--- config.mk ---
export PLATFORM = sky130hd
export DESIGN_NAME = ppkc_top
export DESIGN_NICKNAME = d
export VERILOG_FILES = /design/src/logic/ppkc_pkg.sv /design/src/logic/ppkc_top.sv
export SDC_FILE = /design/constraint.sdc
export NUM_CORES = 1
export LEC_CHECK = 0
export ABC_CLOCK_PERIOD_IN_PS = 1650
export BUFFER_PORTS_ARGS = -buffer_cell sky130_fd_sc_hd__buf_2
export CORE_ASPECT_RATIO = 1.25
export CORE_MARGIN = 4
export CORE_UTILIZATION = 37
export DETAILED_ROUTE_END_ITERATION = 16
export GPL_TIMING_DRIVEN = 0
export PLACE_DENSITY_LB_ADDON = 0.08
export SLEW_MARGIN = 20
export SYNTH_ARGS = -nofsm -noshare
export SYNTH_HDL_FRONTEND = slang
export SYNTH_SLANG_ARGS = --single-unit
--- constraint.sdc ---
create_clock -name pclk -period 1.65 [get_ports pclk]
set_input_delay 0.2475 -clock pclk [delete_from_list [all_inputs] [get_ports pclk]]
set_output_delay 0.2475 -clock pclk [all_outputs]
set_load 0.03 [all_outputs]
--- src/logic/ppkc_pkg.sv ---
// package for the pad pull and keeper control register
// assumes a 32-bit apb slave with word-aligned registers
package ppkc_pkg;
    localparam logic [15:0] PPKC_CTRL_OFFSET = 16'h8800;
    localparam int PPKC_ADDR_WIDTH = 16;
    localparam int PPKC_CTRL_WIDTH = 8;
    localparam logic [7:0] PPKC_CTRL_RESET = 8'h00;
    localparam int PPKC_BIT_MEMIF_ADDRESS = 0;
    localparam int PPKC_BIT_MEMIF_DATA = 1;
    localparam int PPKC_BIT_MEMIF_CONTROL = 2;
    localparam int PPKC_BIT_HOST_DATA = 3;
    localparam int PPKC_BIT_HOST_CONTROL = 4;
    localparam int PPKC_BIT_INTERRUPT_WATCHDOG = 5;
    localparam int PPKC_BIT_TEST_PORT = 6;
    localparam int PPKC_BIT_EMULATION = 7;
endpackage : ppkc_pkg

--- src/logic/ppkc_top.sv ---
// apb register bank holding the pad pull / keeper disable bits
// assumes a single pclk domain; pad enables go straight to pad cells
//
// The APB interface to the registers was left to the implementer.
`timescale 1ns/1ps

module ppkc_top import ppkc_pkg::*; #(
    parameter int ADDR_WIDTH = PPKC_ADDR_WIDTH
) (
    input wire logic pclk,
    input wire logic presetn,
    input wire logic psel,
    input wire logic penable,
    input wire logic pwrite,
    input wire logic [ADDR_WIDTH-1:0] paddr,
    input wire logic [31:0] pwdata,
    input wire logic [3:0] pstrb,
    output logic [31:0] prdata,
    output logic pready,
    output logic pslverr,
    output logic emulation_pull_enable,
    output logic test_port_pull_enable,
    output logic interrupt_watchdog_pull_enable,
    output logic host_control_pull_enable,
    output logic host_data_holder_enable,
    output logic memif_control_holder_enable,
    output logic memif_data_holder_enable,
    output logic memif_address_holder_enable
);

    // ------------------------------------------------------------
    // apb access
    // ------------------------------------------------------------
    // answer lands in the second access cycle; pready is a flop,
    // so access phase lasts two cycles
    logic [PPKC_CTRL_WIDTH-1:0] ctrl;
    logic [PPKC_CTRL_WIDTH-1:0] next_ctrl;
    logic [31:0] next_prdata;
    logic next_pready;
    logic next_pslverr;
    logic hit;
    logic access;

    assign hit = (paddr == ADDR_WIDTH'(PPKC_CTRL_OFFSET));
    assign access = psel && penable && !pready;

    always_comb begin
        next_ctrl = ctrl;
        next_prdata = prdata;
        next_pready = 1'b0;
        next_pslverr = 1'b0;
        if (access) begin
            next_pready = 1'b1;
            next_pslverr = !hit;
            next_prdata = 32'h0000_0000;
            if (hit && pwrite && pstrb[0]) begin
                next_ctrl = pwdata[PPKC_CTRL_WIDTH-1:0];
            end
            if (hit && !pwrite) begin
                // upper bits stay zero
                next_prdata = {24'h00_0000, ctrl};
            end
        end
    end

    always_ff @(posedge pclk or negedge presetn) begin
        if (!presetn) begin
            ctrl <= PPKC_CTRL_RESET;
            prdata <= 32'h0000_0000;
            pready <= 1'b0;
            pslverr <= 1'b0;
        end else begin
            ctrl <= next_ctrl;
            prdata <= next_prdata;
            pready <= next_pready;
            pslverr <= next_pslverr;
        end
    end

    // ------------------------------------------------------------
    // pad feature enables
    // ------------------------------------------------------------
    // no pin-function select enters here, so shared pins lose their keeper only when their control bit is written to 1
    logic [PPKC_CTRL_WIDTH-1:0] pad_en;
    logic [PPKC_CTRL_WIDTH-1:0] next_pad_en;

    always_comb begin
        next_pad_en = ~next_ctrl;
    end

    always_ff @(posedge pclk or negedge presetn) begin
        if (!presetn) begin
            pad_en <= ~PPKC_CTRL_RESET;
        end else begin
            pad_en <= next_pad_en;
        end
    end

    assign emulation_pull_enable = pad_en[PPKC_BIT_EMULATION];
    assign test_port_pull_enable = pad_en[PPKC_BIT_TEST_PORT];
    assign interrupt_watchdog_pull_enable = pad_en[PPKC_BIT_INTERRUPT_WATCHDOG];
    assign host_control_pull_enable = pad_en[PPKC_BIT_HOST_CONTROL];
    assign host_data_holder_enable = pad_en[PPKC_BIT_HOST_DATA];
    assign memif_control_holder_enable = pad_en[PPKC_BIT_MEMIF_CONTROL];
    assign memif_data_holder_enable = pad_en[PPKC_BIT_MEMIF_DATA];
    assign memif_address_holder_enable = pad_en[PPKC_BIT_MEMIF_ADDRESS];

    // ------------------------------------------------------------
    // checks
    // ------------------------------------------------------------
    logic wr_hit;
    assign wr_hit = access && hit && pwrite && pstrb[0];

    property p_emulation_follow;
        @(posedge pclk) disable iff (!presetn)
        wr_hit |=> emulation_pull_enable == !$past(pwdata[PPKC_BIT_EMULATION]);
    endproperty
    a_emulation_follow: assert property (p_emulation_follow) else $error("emulation enable wrong");

    property p_test_port_follow;
        @(posedge pclk) disable iff (!presetn)
        wr_hit |=> test_port_pull_enable == !$past(pwdata[PPKC_BIT_TEST_PORT]);
    endproperty
    a_test_port_follow: assert property (p_test_port_follow) else $error("test enable wrong");

    property p_watchdog_follow;
        @(posedge pclk) disable iff (!presetn)
        wr_hit |=> interrupt_watchdog_pull_enable == !$past(pwdata[PPKC_BIT_INTERRUPT_WATCHDOG]);
    endproperty
    a_watchdog_follow: assert property (p_watchdog_follow) else $error("watchdog enable wrong");

    property p_host_control_follow;
        @(posedge pclk) disable iff (!presetn)
        wr_hit |=> host_control_pull_enable == !$past(pwdata[PPKC_BIT_HOST_CONTROL]);
    endproperty
    a_host_control_follow: assert property (p_host_control_follow) else $error("host control enable wrong");

    property p_host_data_follow;
        @(posedge pclk) disable iff (!presetn)
        wr_hit |=> host_data_holder_enable == !$past(pwdata[PPKC_BIT_HOST_DATA]);
    endproperty
    a_host_data_follow: assert property (p_host_data_follow) else $error("host data enable wrong");

    property p_memif_control_follow;
        @(posedge pclk) disable iff (!presetn)
        wr_hit |=> memif_control_holder_enable == !$past(pwdata[PPKC_BIT_MEMIF_CONTROL]);
    endproperty
    a_memif_control_follow: assert property (p_memif_control_follow) else $error("control enable wrong");

    property p_memif_data_follow;
        @(posedge pclk) disable iff (!presetn)
        wr_hit |=> memif_data_holder_enable == !$past(pwdata[PPKC_BIT_MEMIF_DATA]);
    endproperty
    a_memif_data_follow: assert property (p_memif_data_follow) else $error("memif data enable wrong");

    property p_memif_address_follow;
        @(posedge pclk) disable iff (!presetn)
        wr_hit |=> memif_address_holder_enable == !$past(pwdata[PPKC_BIT_MEMIF_ADDRESS]);
    endproperty
    a_memif_address_follow: assert property (p_memif_address_follow) else $error("address enable wrong");

    property p_reserved_zero;
        @(posedge pclk) disable iff (!presetn)
        (pready && !pslverr) |-> prdata[31:PPKC_CTRL_WIDTH] == 24'h00_0000;
    endproperty
    a_reserved_zero: assert property (p_reserved_zero) else $error("reserved bits not zero");

    property p_read_back;
        @(posedge pclk) disable iff (!presetn)
        (access && hit && !pwrite) |=> prdata[PPKC_CTRL_WIDTH-1:0] == ~pad_en;
    endproperty
    a_read_back: assert property (p_read_back) else $error("read data differs from pad enables");

    property p_enable_inverse;
        @(posedge pclk) disable iff (!presetn)
        pad_en == ~ctrl;
    endproperty
    a_enable_inverse: assert property (p_enable_inverse) else $error("enables not inverse of bits");

    property p_hold_no_write;
        @(posedge pclk) disable iff (!presetn)
        !wr_hit |=> $stable(pad_en);
    endproperty
    a_hold_no_write: assert property (p_hold_no_write) else $error("enable moved without write");

    // ------------------------------------------------------------
    // bus protocol and register content checks
    // ------------------------------------------------------------
    // one access-phase edge is taken per transfer, so pready is a single pulse
    property p_ready_pulse;
        @(posedge pclk) disable iff (!presetn)
        pready |=> !pready;
    endproperty
    a_ready_pulse: assert property (p_ready_pulse) else $error("pready held too long");

    property p_ready_answer;
        @(posedge pclk) disable iff (!presetn)
        access |=> pready;
    endproperty
    a_ready_answer: assert property (p_ready_answer) else $error("no pready after access");

    property p_ready_idle;
        @(posedge pclk) disable iff (!presetn)
        !psel |=> !pready;
    endproperty
    a_ready_idle: assert property (p_ready_idle) else $error("pready without select");

    property p_error_idle;
        @(posedge pclk) disable iff (!presetn)
        !psel |=> !pslverr;
    endproperty
    a_error_idle: assert property (p_error_idle) else $error("pslverr without select");

    property p_error_with_ready;
        @(posedge pclk) disable iff (!presetn)
        pslverr |-> pready;
    endproperty
    a_error_with_ready: assert property (p_error_with_ready) else $error("pslverr without pready");

    property p_error_unmapped;
        @(posedge pclk) disable iff (!presetn)
        (access && !hit) |=> pready && pslverr;
    endproperty
    a_error_unmapped: assert property (p_error_unmapped) else $error("unmapped access not flagged");

    property p_error_mapped;
        @(posedge pclk) disable iff (!presetn)
        (access && hit) |=> pready && !pslverr;
    endproperty
    a_error_mapped: assert property (p_error_mapped) else $error("mapped access flagged");

    property p_unmapped_no_write;
        @(posedge pclk) disable iff (!presetn)
        (access && !hit) |=> $stable(ctrl);
    endproperty
    a_unmapped_no_write: assert property (p_unmapped_no_write) else $error("unmapped access changed bits");

    property p_strobe_gate;
        @(posedge pclk) disable iff (!presetn)
        (access && hit && pwrite && !pstrb[0]) |=> $stable(ctrl);
    endproperty
    a_strobe_gate: assert property (p_strobe_gate) else $error("write without low strobe landed");

    property p_write_stores;
        @(posedge pclk) disable iff (!presetn)
        wr_hit |=> ctrl == $past(pwdata[PPKC_CTRL_WIDTH-1:0]);
    endproperty
    a_write_stores: assert property (p_write_stores) else $error("written bits not stored");

    property p_ctrl_hold;
        @(posedge pclk) disable iff (!presetn)
        !wr_hit |=> $stable(ctrl);
    endproperty
    a_ctrl_hold: assert property (p_ctrl_hold) else $error("bits moved without write");

    property p_read_value;
        @(posedge pclk) disable iff (!presetn)
        (access && hit && !pwrite) |=> prdata == 32'($past(ctrl));
    endproperty
    a_read_value: assert property (p_read_value) else $error("read data differs from bits");

    property p_read_unmapped_zero;
        @(posedge pclk) disable iff (!presetn)
        (access && !hit) |=> prdata == 32'h0000_0000;
    endproperty
    a_read_unmapped_zero: assert property (p_read_unmapped_zero) else $error("unmapped read not zero");

    property p_read_no_change;
        @(posedge pclk) disable iff (!presetn)
        (access && !pwrite) |=> $stable(pad_en);
    endproperty
    a_read_no_change: assert property (p_read_no_change) else $error("read moved an enable");

    property p_emulation_untouched;
        @(posedge pclk) disable iff (!presetn)
        (wr_hit && pwdata[PPKC_BIT_EMULATION] == ctrl[PPKC_BIT_EMULATION]) |=> $stable(emulation_pull_enable);
    endproperty
    a_emulation_untouched: assert property (p_emulation_untouched) else $error("emulation enable disturbed");

    // ------------------------------------------------------------
    // reset checks
    // ------------------------------------------------------------
    // first edge after release: flops still show their reset values
    property p_reset_ctrl;
        @(posedge pclk) disable iff (!presetn)
        $rose(presetn) |-> ctrl == PPKC_CTRL_RESET;
    endproperty
    a_reset_ctrl: assert property (p_reset_ctrl) else $error("bits not cleared by reset");

    property p_reset_enables;
        @(posedge pclk) disable iff (!presetn)
        $rose(presetn) |-> pad_en == ~PPKC_CTRL_RESET;
    endproperty
    a_reset_enables: assert property (p_reset_enables) else $error("enables not on after reset");

    property p_reset_bus;
        @(posedge pclk) disable iff (!presetn)
        $rose(presetn) |-> !pready && !pslverr && prdata == 32'h0000_0000;
    endproperty
    a_reset_bus: assert property (p_reset_bus) else $error("bus outputs not idle after reset");

endmodule : ppkc_top

==> out/results.tsv, run 1 <==
stage	metric	value	unit
power_and_ir_drop	PwrDens	730.9	mW/mm²
clock_network	clk sinks	26	
timing	min Tclk post-route	1.546	ns
power_and_ir_drop	Int Power	0.9276	mW
setup_path	cell family with most CP delay	buffers and inverters	
synthesis	Post-Synth Adder-Cell Area	0	
power_and_ir_drop	Sequential Power Share	0.514	
grt	Most Crowded Layer GR	met2	
floorplanning	area of the die	0.004282	mm²
floorplanning	io pins	99	
grt	initial antenna violation count	0	
timing	skew final	0.001939	ns
setup_path	CP required	1.81	ns
route	DRT antenna net count	0	
floorplanning	Die Y	72.17	µm
synthesis	Cells after Synth	88	
synthesis	share of the synthesized area in the top cell type	0.3696	
route	Via density	4.266	
timing	RSZ-0062 raised after global routing	false	
setup_path	CP endpoint kind	flip-flop	
clock_network	CTS Root Cell	clkbuf_8	
placed_design	Placed Area	0.001613	mm²
synthesis	Synth cell types	19	
floorplanning	Die X	59.33	µm
synthesis	area leader, netlist	dfrtp_1	
setup_path	Worst EP arrival	1.70	ns
grt	grt total ovfl	0	
placed_design	dpl hpwl	2022	µm
route	Post-Route WL	2538	µm
synthesis	Top FF cell, synth	dfrtp_1	
synthesis	sequential fraction of the synthesis area	0.5421	
floorplanning	cell row count	23	
grt	met1 Use GR	0.1314	
clock_network	H-Tree Depth	1	
grt	met3 Use GR	0.03025	
synthesis	ys async rst share	1.000	
timing	worst-margin pin slew	0.5514	ns
clock_network	worst-case clock buffer depth	2	
placed_design	Post-Place Cells	195	
synthesis	complex-gate fraction of the synthesized area	0.05749	
power_and_ir_drop	Pleak	0.9206	nW
grt	Total GRT Usage	0.1225	
synthesis	Synth area leaders	dfrtp_1, dfstp_2, buf_4	
setup_path	CP max stage delay	0.46	ns
timing	pins over their slew limit	0	
power_and_ir_drop	Sw Share	0.2563	
route	routed len/inst	12.50	µm
final_layout	fillcell total	286	
synthesis	EDFF count, synth	0	
final_layout	fin util	0.5343	
timing	worst rel slew slack	0.6324	
floorplanning	core area	0.003194	mm²
synthesis	largest family of logic cells by synthesized area	buffers and inverters	
synthesis	Post-Synth Simple-Gate Area	0.09138	
setup_path	worst path buffer plus inverter count	2	
outcome	status	finished clean	
synthesis	XOR/XNOR Fraction of Synth Area	0	
final_layout	Final nets	224	
hold_path	worst hold path class	in -> reg	
synthesis	Mapped Area	0.001219	mm²
final_layout	Area growth syn-to-layout	40.04	%
power_and_ir_drop	maximum VDD drop	0.7028	mV
timing	fin crit share	0.9369	
final_layout	share of layout cells above drive strength 1	0.6024	
route	Vias	866	
setup_path	worst-path cell chain	nand3b_1 > buf_1 > nor3_4 > buf_4 > a22o_1	
timing	Fin. Hold Viols	0	
route	number of remaining DRC errors	0	
setup_path	CP Launch Type	flip-flop	
grt	met2 Use GR	0.2284	
synthesis	mux share of post-synthesis cell area	0.1396	
final_layout	final std cells w/o fill	203	
timing	fmax	0.6469	GHz
power_and_ir_drop	Clock power frac	0.324	
setup_path	Crit Path Category	reg -> reg	
final_layout	Final Cell Area	0.001707	mm²
placed_design	Buffers on Ports	47	
floorplanning	Initial Utilization	0.3815	
synthesis	Yosys reg bits	26	
synthesis	Avg Cell Area, Syn	13.85	µm²
power_and_ir_drop	Comb pwr share	0.162	
route	Starting DRT DRC Count	9	
synthesis	Syn. warnings	0	
setup_path	Crit Path Max Fanout	10	
grt	first-pass GRT wire length	3995	µm
route	DRT Pass-1 Iters	4	
final_layout	antenna cells	0	
flow_run	maxcap violations	0	
placed_design	RD Place Congestion	0.6848	
setup_path	Critical Path Slowest Stage Cell	buf_1	
power_and_ir_drop	sw power	0.3197	mW
clock_network	Clk pin slew, worst setup/hold paths	0.09	ns
clock_network	CTS tree	yes	
grt	vias in the first global route	881	
grt	largest net degree at the start of global routing	27	
clock_network	Num CTS Buffers	3	
timing	Setup violations, final	0	
clock_network	worst skew pair latency	0.26	ns
[layout by cell type, fill, tap and decap left out]
master         Yosys  routed
buf_8              1       1
nand2_1            1       1
nor4b_4            0       1
mux2_2             6       6
nand3b_1           1       1
inv_1              1       1
clkbuf_8           0       4
conb_1             1      24
nor3_4             1       2
nor4b_2            2       1
dfstp_2            8       8
buf_2              0      47
buf_1              1       1
dlygate4sd3_1      0       1
a22o_1             8       8
dfrtp_1           18      18
nor4_4             0       2
nand4_2            1       1
mux2_1             2       2
mux2i_1            8       8
buf_4             24      27
and2_1             1       1
[layout make-up]
type	instances	area, µm²	area share
Buffer	26	198.9	0.1166
Inverter	1	3.754	0.002199
Tap cell	37	46.29	0.02713
Sequential cell	26	660.6	0.3871
Multi-Input combinational cell	58	474.2	0.2779
Timing Repair Buffer	51	267.8	0.1569
Clock buffer	4	55.05	0.03226
[per-stage QoR]
stage	setup TNS, ns	hold WS [ns]	total power, mW	setup slack (ns)
4_1_cts	0	0.1249	1.260	0.02118
5_1_grt	0	0.1121	1.311	0.01276
2_1_floorplan	-0.006083	-0.04809	0.7888	-0.003041
3_3_place_gp	-3.592	0.2655	0.8489	-0.3369
3_5_place_dp	-3.783	0.2765	0.8517	-0.3484
6_report	0	0.1306	1.247	0.1041
[power groups by stage]
stage	registers [mW]	clock network [mW]	logic [mW]
2_1_floorplan	0.659	0	0.130
3_3_place_gp	0.653	0	0.196
3_5_place_dp	0.653	0	0.198
4_1_cts	0.641	0.417	0.202
5_1_grt	0.642	0.452	0.216
6_report	0.641	0.404	0.202
[per-layer routing]
layer,vias to the layer above,share of wire
li1,413,-
met1,412,0.35
met2,39,0.55
met3,2,0.094
met4,0,0.0067
met5,-,0
[what timing repair did]
action	CTS	global route
setup endpoints to repair	10	8
buffers inserted	2	1
endpoints found under the hold margin	18	0
hold buffers	1	0
pin swaps	1	1
gates resized for setup	1	0
[path summary, 6_finish.rpt]
path                                 from   endpoint  slack [ns]  cells past startpoint
worst max-delay path               pready  prdata[3]        0.10                      5
max in group asynchronous         presetn  pad_en[3]        0.79                      2
worst max register to register     pready  prdata[3]        0.10                      5
worst min register to register  flip-flop  pad_en[5]        0.44                      1
worst min-delay path            pwdata[3]  pad_en[3]        0.13                      2
min in group asynchronous         presetn  async pin        0.49                      2
[cells by family (layout without fill, tap and decap cells)]
group | after synthesis | after routing
AO/OA/AOI/OAI | 8 | 8
other | 1 | 24
AND/OR/NAND/NOR | 10 | 10
flip-flops | 26 | 26
buffers and inverters | 27 | 82
multiplexers | 16 | 16
[synthesized netlist by cell type, drive strengths merged, types with 2 or more instances]
library cell,n
a22o,8
buf,26
dfrtp,18
dfstp,8
mux2,8
mux2i,8
nor3,2
nor4,2
nor4b,2
(Power assumes the default switching activity.)
==> run 2, diff against run 1 <==
--- a/config.mk
+++ b/config.mk
@@ -5,11 +5,11 @@
 export SDC_FILE = /design/constraint.sdc
 export NUM_CORES = 1
 export LEC_CHECK = 0
-export ABC_CLOCK_PERIOD_IN_PS = 1650
+export ABC_CLOCK_PERIOD_IN_PS = 1300
 export BUFFER_PORTS_ARGS = -buffer_cell sky130_fd_sc_hd__buf_2
 export CORE_ASPECT_RATIO = 1.25
 export CORE_MARGIN = 4
-export CORE_UTILIZATION = 37
+export CORE_UTILIZATION = 35
 export DETAILED_ROUTE_END_ITERATION = 16
 export GPL_TIMING_DRIVEN = 0
 export PLACE_DENSITY_LB_ADDON = 0.08
==> constraint.sdc (replaced) <==
create_clock -name pclk -period 1.3 [get_ports pclk]
set_input_delay 0.195 -clock pclk [delete_from_list [all_inputs] [get_ports pclk]]
set_output_delay 0.195 -clock pclk [all_outputs]
set_load 0.03 [all_outputs]
==> run 2 against run 1 <==
  * The flow now finishes with violations (negative setup slack)
  * Global-route usage fell by 0.93 points
  * Sequential power rose by 27%
  * Hold slack got worse by 0.054 ns
  * Critical path depth fell by 1
  * Design area rose by 4.3%
  * Core utilization rose by 0.81 points
  * Critical path type unchanged
  * Largest cell class unchanged
  * Largest power group unchanged
==> out/results.tsv, run 2 (synthesized netlist as in run 1, its figures left out) <==
stage	metric	value	unit
outcome	status	finished with violations	
outcome	failing checks	negative setup slack	
final_layout	Area growth syn-to-layout	46.00	%
timing	worst rel slew slack	0.6289	
placed_design	Post-Place Cells	195	
clock_network	Clk pin slew, worst setup/hold paths	0.09	ns
final_layout	Multi-input gate area	485.5	µm²
setup_path	crit path from	pready	
timing	skew final	0.002934	ns
setup_path	CP required	1.45	ns
clock_network	H-Tree Depth	1	
grt	initial antenna violation count	0	
route	DRT antenna net count	0	
hold_path	WHS Endpoint	pad_en[2]	
grt	vias in the first global route	832	
floorplanning	cell row count	23	
setup_path	R2R Setup Slk	-0.14	ns
timing	fin crit share	1.110	
setup_path	Worst EP arrival	1.60	ns
final_layout	final std cells w/o fill	207	
floorplanning	area of the die	0.004496	mm²
power_and_ir_drop	Comb pwr share	0.163	
grt	Total GRT Usage	0.1132	
hold_path	worst hold path class	in -> reg	
placed_design	RD Place Congestion	0.6989	
flow_run	maxcap violations	0	
power_and_ir_drop	Int Power	1.178	mW
grt	first-pass GRT wire length	3788	µm
setup_path	Crit Path Max Fanout	3	
clock_network	CTS tree	yes	
timing	pins over their slew limit	0	
setup_path	Worst Reg2Reg Path Length in Cells	4	
clock_network	worst-case clock buffer depth	2	
setup_path	CP endpoint kind	flip-flop	
grt	largest net degree at the start of global routing	27	
final_layout	commonest non-fill, non-tap cell in the layout	buf_2	
power_and_ir_drop	PwrDens	886.6	mW/mm²
power_and_ir_drop	maximum VDD drop	0.6632	mV
route	Starting DRT DRC Count	8	
final_layout	share of layout cells above drive strength 1	0.6412	
setup_path	Critical R2R Launch	pready	
timing	min Tclk post-route	1.443	ns
route	number of remaining DRC errors	0	
clock_network	Num CTS Buffers	3	
power_and_ir_drop	sw power	0.3995	mW
clock_network	worst skew pair latency	0.26	ns
final_layout	antenna cells	0	
hold_path	hold path start	pwdata[2]	
final_layout	commonest non-fill, non-tap cells in the layout	buf_2, buf_4, conb_1	
power_and_ir_drop	Sequential Power Share	0.516	
setup_path	Crit Path Category	reg -> reg	
timing	fmax	0.6931	GHz
setup_path	CP Launch Type	flip-flop	
route	Vias	885	
timing	Fin. Hold Viols	0	
timing	worst-margin pin slew	0.5566	ns
final_layout	Final Cell Area	0.001779	mm²
timing	setup ws final	-0.1428	ns
floorplanning	Initial Utilization	0.3715	
clock_network	clk sinks	26	
floorplanning	io pins	99	
hold_path	Worst Hold Path Cells	2	
final_layout	fillcell total	320	
timing	RSZ-0062 raised after global routing	true	
grt	grt total ovfl	0	
placed_design	DP Worst Slack	-0.6270	ns
placed_design	Placed Area	0.001622	mm²
route	Post-Route WL	2593	µm
route	DRT Pass-1 Iters	4	
placed_design	Buffers on Ports	47	
final_layout	Sequential Area	661.9	µm²
timing	setup tns final	-2.535	ns
placed_design	dpl hpwl	1983	µm
floorplanning	Die X	60.78	µm
clock_network	CTS Root Cell	clkbuf_8	
power_and_ir_drop	Pleak	0.9490	nW
route	routed len/inst	12.53	µm
floorplanning	core area	0.003281	mm²
final_layout	Final nets	228	
timing	Setup violations, final	24	
power_and_ir_drop	Clock power frac	0.321	
power_and_ir_drop	Sw Share	0.2532	
floorplanning	Die Y	73.98	µm
route	Via density	4.275	
==> run 2: cell types whose count changed in the layout (fill, tap and decap cells not counted), sizes merged <==
cell	delta
buf	+4
==> run 2: layout make-up <==
type	count	share of cell area
plain buffers	26	0.1125
clock buffers	4	0.03094
inverters	1	0.002110
multi-input cells	58	0.2729
flip-flops and latches	26	0.3720
well taps	37	0.02602
repair buffers	55	0.1835
==> run 2: what timing repair did <==
| item | in CTS | in global routing |
|---|---|---|
| setup buffers | 7 | 0 |
| hold buffers | 1 | 0 |
| gates resized for setup | 3 | 1 |
| pin swaps | 2 | 1 |
| setup endpoints to repair | 25 | 24 |
| hold endpoints to repair | 18 | 0 |
==> run 2: metal layers <==
layer,track usage,up-vias,part of all wire
li1,-,423,-
met1,0.1364,409,0.36
met2,0.1950,51,0.49
met3,0.02951,2,0.14
met4,0.03614,0,0.0046
met5,0,-,0
==> run 2: power by group through the flow <==
| stage | Clock, mW | Sequential, mW | Combinational (mW) |
|---|---|---|---|
| after detailed placement | 0 | 0.829 | 0.252 |
| after global placement | 0 | 0.829 | 0.249 |
| after global routing | 0.555 | 0.815 | 0.277 |
| after floorplan | 0 | 0.836 | 0.165 |
| final | 0.506 | 0.814 | 0.258 |
| after CTS | 0.522 | 0.814 | 0.256 |
==> run 2: how the worst max path moves through the flow <==
stage / end / depth (start not counted)
after CTS: flip-flop / 4
after floorplan: flip-flop / 5
after detailed placement: flip-flop / 6
after global routing: flip-flop / 4
after global placement: flip-flop / 6
final: flip-flop / 4
==> run 2: worst max-delay path, cell delays in order, from the launching register on <==
cell,delay (ns)
dfrtp_2,0.40
nand3b_1,0.23
nor3_4,0.21
buf_4,0.18
mux2_2,0.32
==> run 2: per-stage QoR <==
stage	utilization	hold slack [ns]	total power [mW]
after global placement	0.4943	0.2146	1.078
after detailed placement	0.4943	0.2230	1.081
after CTS	0.5412	0.07189	1.592
final	0.5423	0.07643	1.577
after global routing	0.5423	0.06367	1.648
after floorplan	-	-0.1006	1.002
==> run 3, diff against run 2 <==
--- a/config.mk
+++ b/config.mk
@@ -5,14 +5,15 @@
 export SDC_FILE = /design/constraint.sdc
 export NUM_CORES = 1
 export LEC_CHECK = 0
-export ABC_CLOCK_PERIOD_IN_PS = 1300
-export BUFFER_PORTS_ARGS = -buffer_cell sky130_fd_sc_hd__buf_2
+export ABC_CLOCK_PERIOD_IN_PS = 1500
 export CORE_ASPECT_RATIO = 1.25
 export CORE_MARGIN = 4
-export CORE_UTILIZATION = 35
+export CORE_UTILIZATION = 37
 export DETAILED_ROUTE_END_ITERATION = 16
+export DONT_BUFFER_PORTS = 1
 export GPL_TIMING_DRIVEN = 0
 export PLACE_DENSITY_LB_ADDON = 0.08
+export SKIP_CTS_REPAIR_TIMING = 1
 export SLEW_MARGIN = 20
 export SYNTH_ARGS = -nofsm -noshare
 export SYNTH_HDL_FRONTEND = slang
==> constraint.sdc (replaced) <==
create_clock -name pclk -period 1.5 [get_ports pclk]
set_input_delay 0.225 -clock pclk [delete_from_list [all_inputs] [get_ports pclk]]
set_output_delay 0.225 -clock pclk [all_outputs]
set_load 0.03 [all_outputs]
==> run 3 against run 2 <==
  * The run still ends with negative setup slack left
  * Combinational power down 31%
  * Clock-buffer cell count unchanged
  * Wire length down 6.9%
  * Critical path depth unchanged
  * Critical path type unchanged
==> out/results.tsv, run 3 (synthesized netlist as in run 1, its figures left out) <==
stage	metric	value	unit
outcome	status	finished with violations	
outcome	failing checks	negative setup slack	
timing	setup tns final	-1.780	ns
setup_path	cell family with most CP delay	simple AND/OR/NAND/NOR gates	
clock_network	Clk pin slew, worst setup/hold paths	0.08	ns
hold_path	worst hold path class	in -> reg	
flow_run	maxcap violations	0	
setup_path	Worst Reg2Reg Path Length in Cells	4	
final_layout	Final Cell Area	0.001622	mm²
power_and_ir_drop	maximum VDD drop	0.5827	mV
timing	RSZ-0062 raised after global routing	true	
timing	min Tclk post-route	1.647	ns
setup_path	CP required	1.65	ns
setup_path	Critical Path Slowest Stage Cell	dfrtp_2	
clock_network	CTS tree	yes	
final_layout	final std cells w/o fill	166	
setup_path	CP Launch Type	flip-flop	
route	Via density	4.313	
timing	Fin. Hold Viols	0	
placed_design	dpl hpwl	1731	µm
route	DRT Pass-1 Iters	3	
clock_network	worst-case clock buffer depth	2	
setup_path	Critical R2R Launch	pready	
floorplanning	io pins	99	
clock_network	clk sinks	26	
placed_design	Placed Area	0.001385	mm²
clock_network	worst skew pair latency	0.26	ns
power_and_ir_drop	Pleak	0.7965	nW
setup_path	Worst EP arrival	1.80	ns
route	Starting DRT DRC Count	6	
power_and_ir_drop	sw power	0.3252	mW
grt	largest net degree at the start of global routing	27	
timing	fin crit share	1.098	
route	number of remaining DRC errors	0	
placed_design	Buffers on Ports	0	
setup_path	Crit Path Category	reg -> reg	
placed_design	Post-Place Cells	148	
final_layout	fillcell total	302	
floorplanning	Die X	59.33	µm
timing	pins over their slew limit	0	
setup_path	R2R Setup Slk	-0.15	ns
grt	grt total ovfl	0	
route	Post-Route WL	2413	µm
setup_path	CP endpoint kind	flip-flop	
final_layout	commonest non-fill, non-tap cells in the layout	buf_4, conb_1, dfrtp_1	
final_layout	Final nets	187	
route	DRT antenna net count	0	
timing	Final Hold Slack	0.006992	ns
floorplanning	Initial Utilization	0.3815	
power_and_ir_drop	Sequential Power Share	0.535	
hold_path	Worst Hold Path Cells	1	
final_layout	Area growth syn-to-layout	33.06	%
hold_path	hold path start	pwdata[2]	
timing	fmax	0.6071	GHz
setup_path	CP max stage delay	0.48	ns
timing	skew final	0.001010	ns
power_and_ir_drop	Clock power frac	0.330	
route	Vias	716	
timing	Setup violations, final	23	
clock_network	H-Tree Depth	1	
setup_path	worst-path cell chain	nand3b_1 > nor3_4 > buf_8 > mux2_4	
placed_design	RD Place Congestion	0.7029	
final_layout	commonest non-fill, non-tap cell in the layout	buf_4	
grt	Total GRT Usage	0.1093	
clock_network	CTS Root Cell	clkbuf_8	
grt	initial antenna violation count	0	
floorplanning	area of the die	0.004282	mm²
power_and_ir_drop	Int Power	1.005	mW
final_layout	antenna cells	0	
power_and_ir_drop	PwrDens	820.5	mW/mm²
hold_path	WHS Endpoint	pad_en[2]	
power_and_ir_drop	Comb pwr share	0.135	
clock_network	Num CTS Buffers	3	
final_layout	share of layout cells above drive strength 1	0.4884	
timing	setup ws final	-0.1473	ns
grt	vias in the first global route	685	
route	routed len/inst	14.54	µm
power_and_ir_drop	Sw Share	0.2444	
floorplanning	core area	0.003194	mm²
floorplanning	Die Y	72.17	µm
setup_path	worst path buffer plus inverter count	1	
floorplanning	cell row count	23	
setup_path	Crit Path Max Fanout	8	
grt	first-pass GRT wire length	3429	µm
## run 3: worst max path at each step
stage             start         to  slack (ns)  depth (start not counted)
4_1_cts          pready  prdata[3]       -0.44                          4
5_1_grt          pready  flip-flop       -0.19                          4
3_5_place_dp     pready  prdata[4]       -0.41                          4
3_3_place_gp     pready  prdata[3]       -0.42                          4
2_1_floorplan  paddr[9]  flip-flop       -0.12                          5
6_report         pready  flip-flop       -0.15                          4
## run 3: layer usage
metal | vias up | part of all wire | wire [µm] | track usage
li1 | 341 | - | - | -
met1 | 333 | 0.33 | 798 | 0.1221
met2 | 40 | 0.55 | 1317 | 0.1847
met3 | 2 | 0.12 | 280 | 0.03381
met4 | 0 | 0.0070 | 17 | 0.05290
met5 | - | 0 | 0 | 0
## run 3: layout make-up
type,instances,area (µm²),area share
buffer,26,200.2,0.1235
tap,37,46.29,0.02855
inverter,1,3.754,0.002315
clock buffer,4,55.05,0.03395
timing repair buffer,14,150.1,0.09259
sequential,26,661.9,0.4082
multi-input combinational,58,504.2,0.3110
## run 3: power by group through the flow
stage	Clock [mW]	Sequential [mW]	Combinational, mW
global placement	0	0.725	0.146
detailed placement	0	0.725	0.146
global route	0.482	0.713	0.192
floorplan	0	0.725	0.143
finish	0.439	0.712	0.179
CTS	0.460	0.712	0.146
## run 3: stage by stage
stage               total power [mW]  utilization  setup WS, ns
floorplan                     0.8677            -       -0.1150
global placement              0.8711       0.4336       -0.4177
detailed placement            0.8712       0.4336       -0.4093
CTS                            1.319       0.4508       -0.4374
global route                   1.387       0.5076       -0.1909
finish                         1.331       0.5076       -0.1473
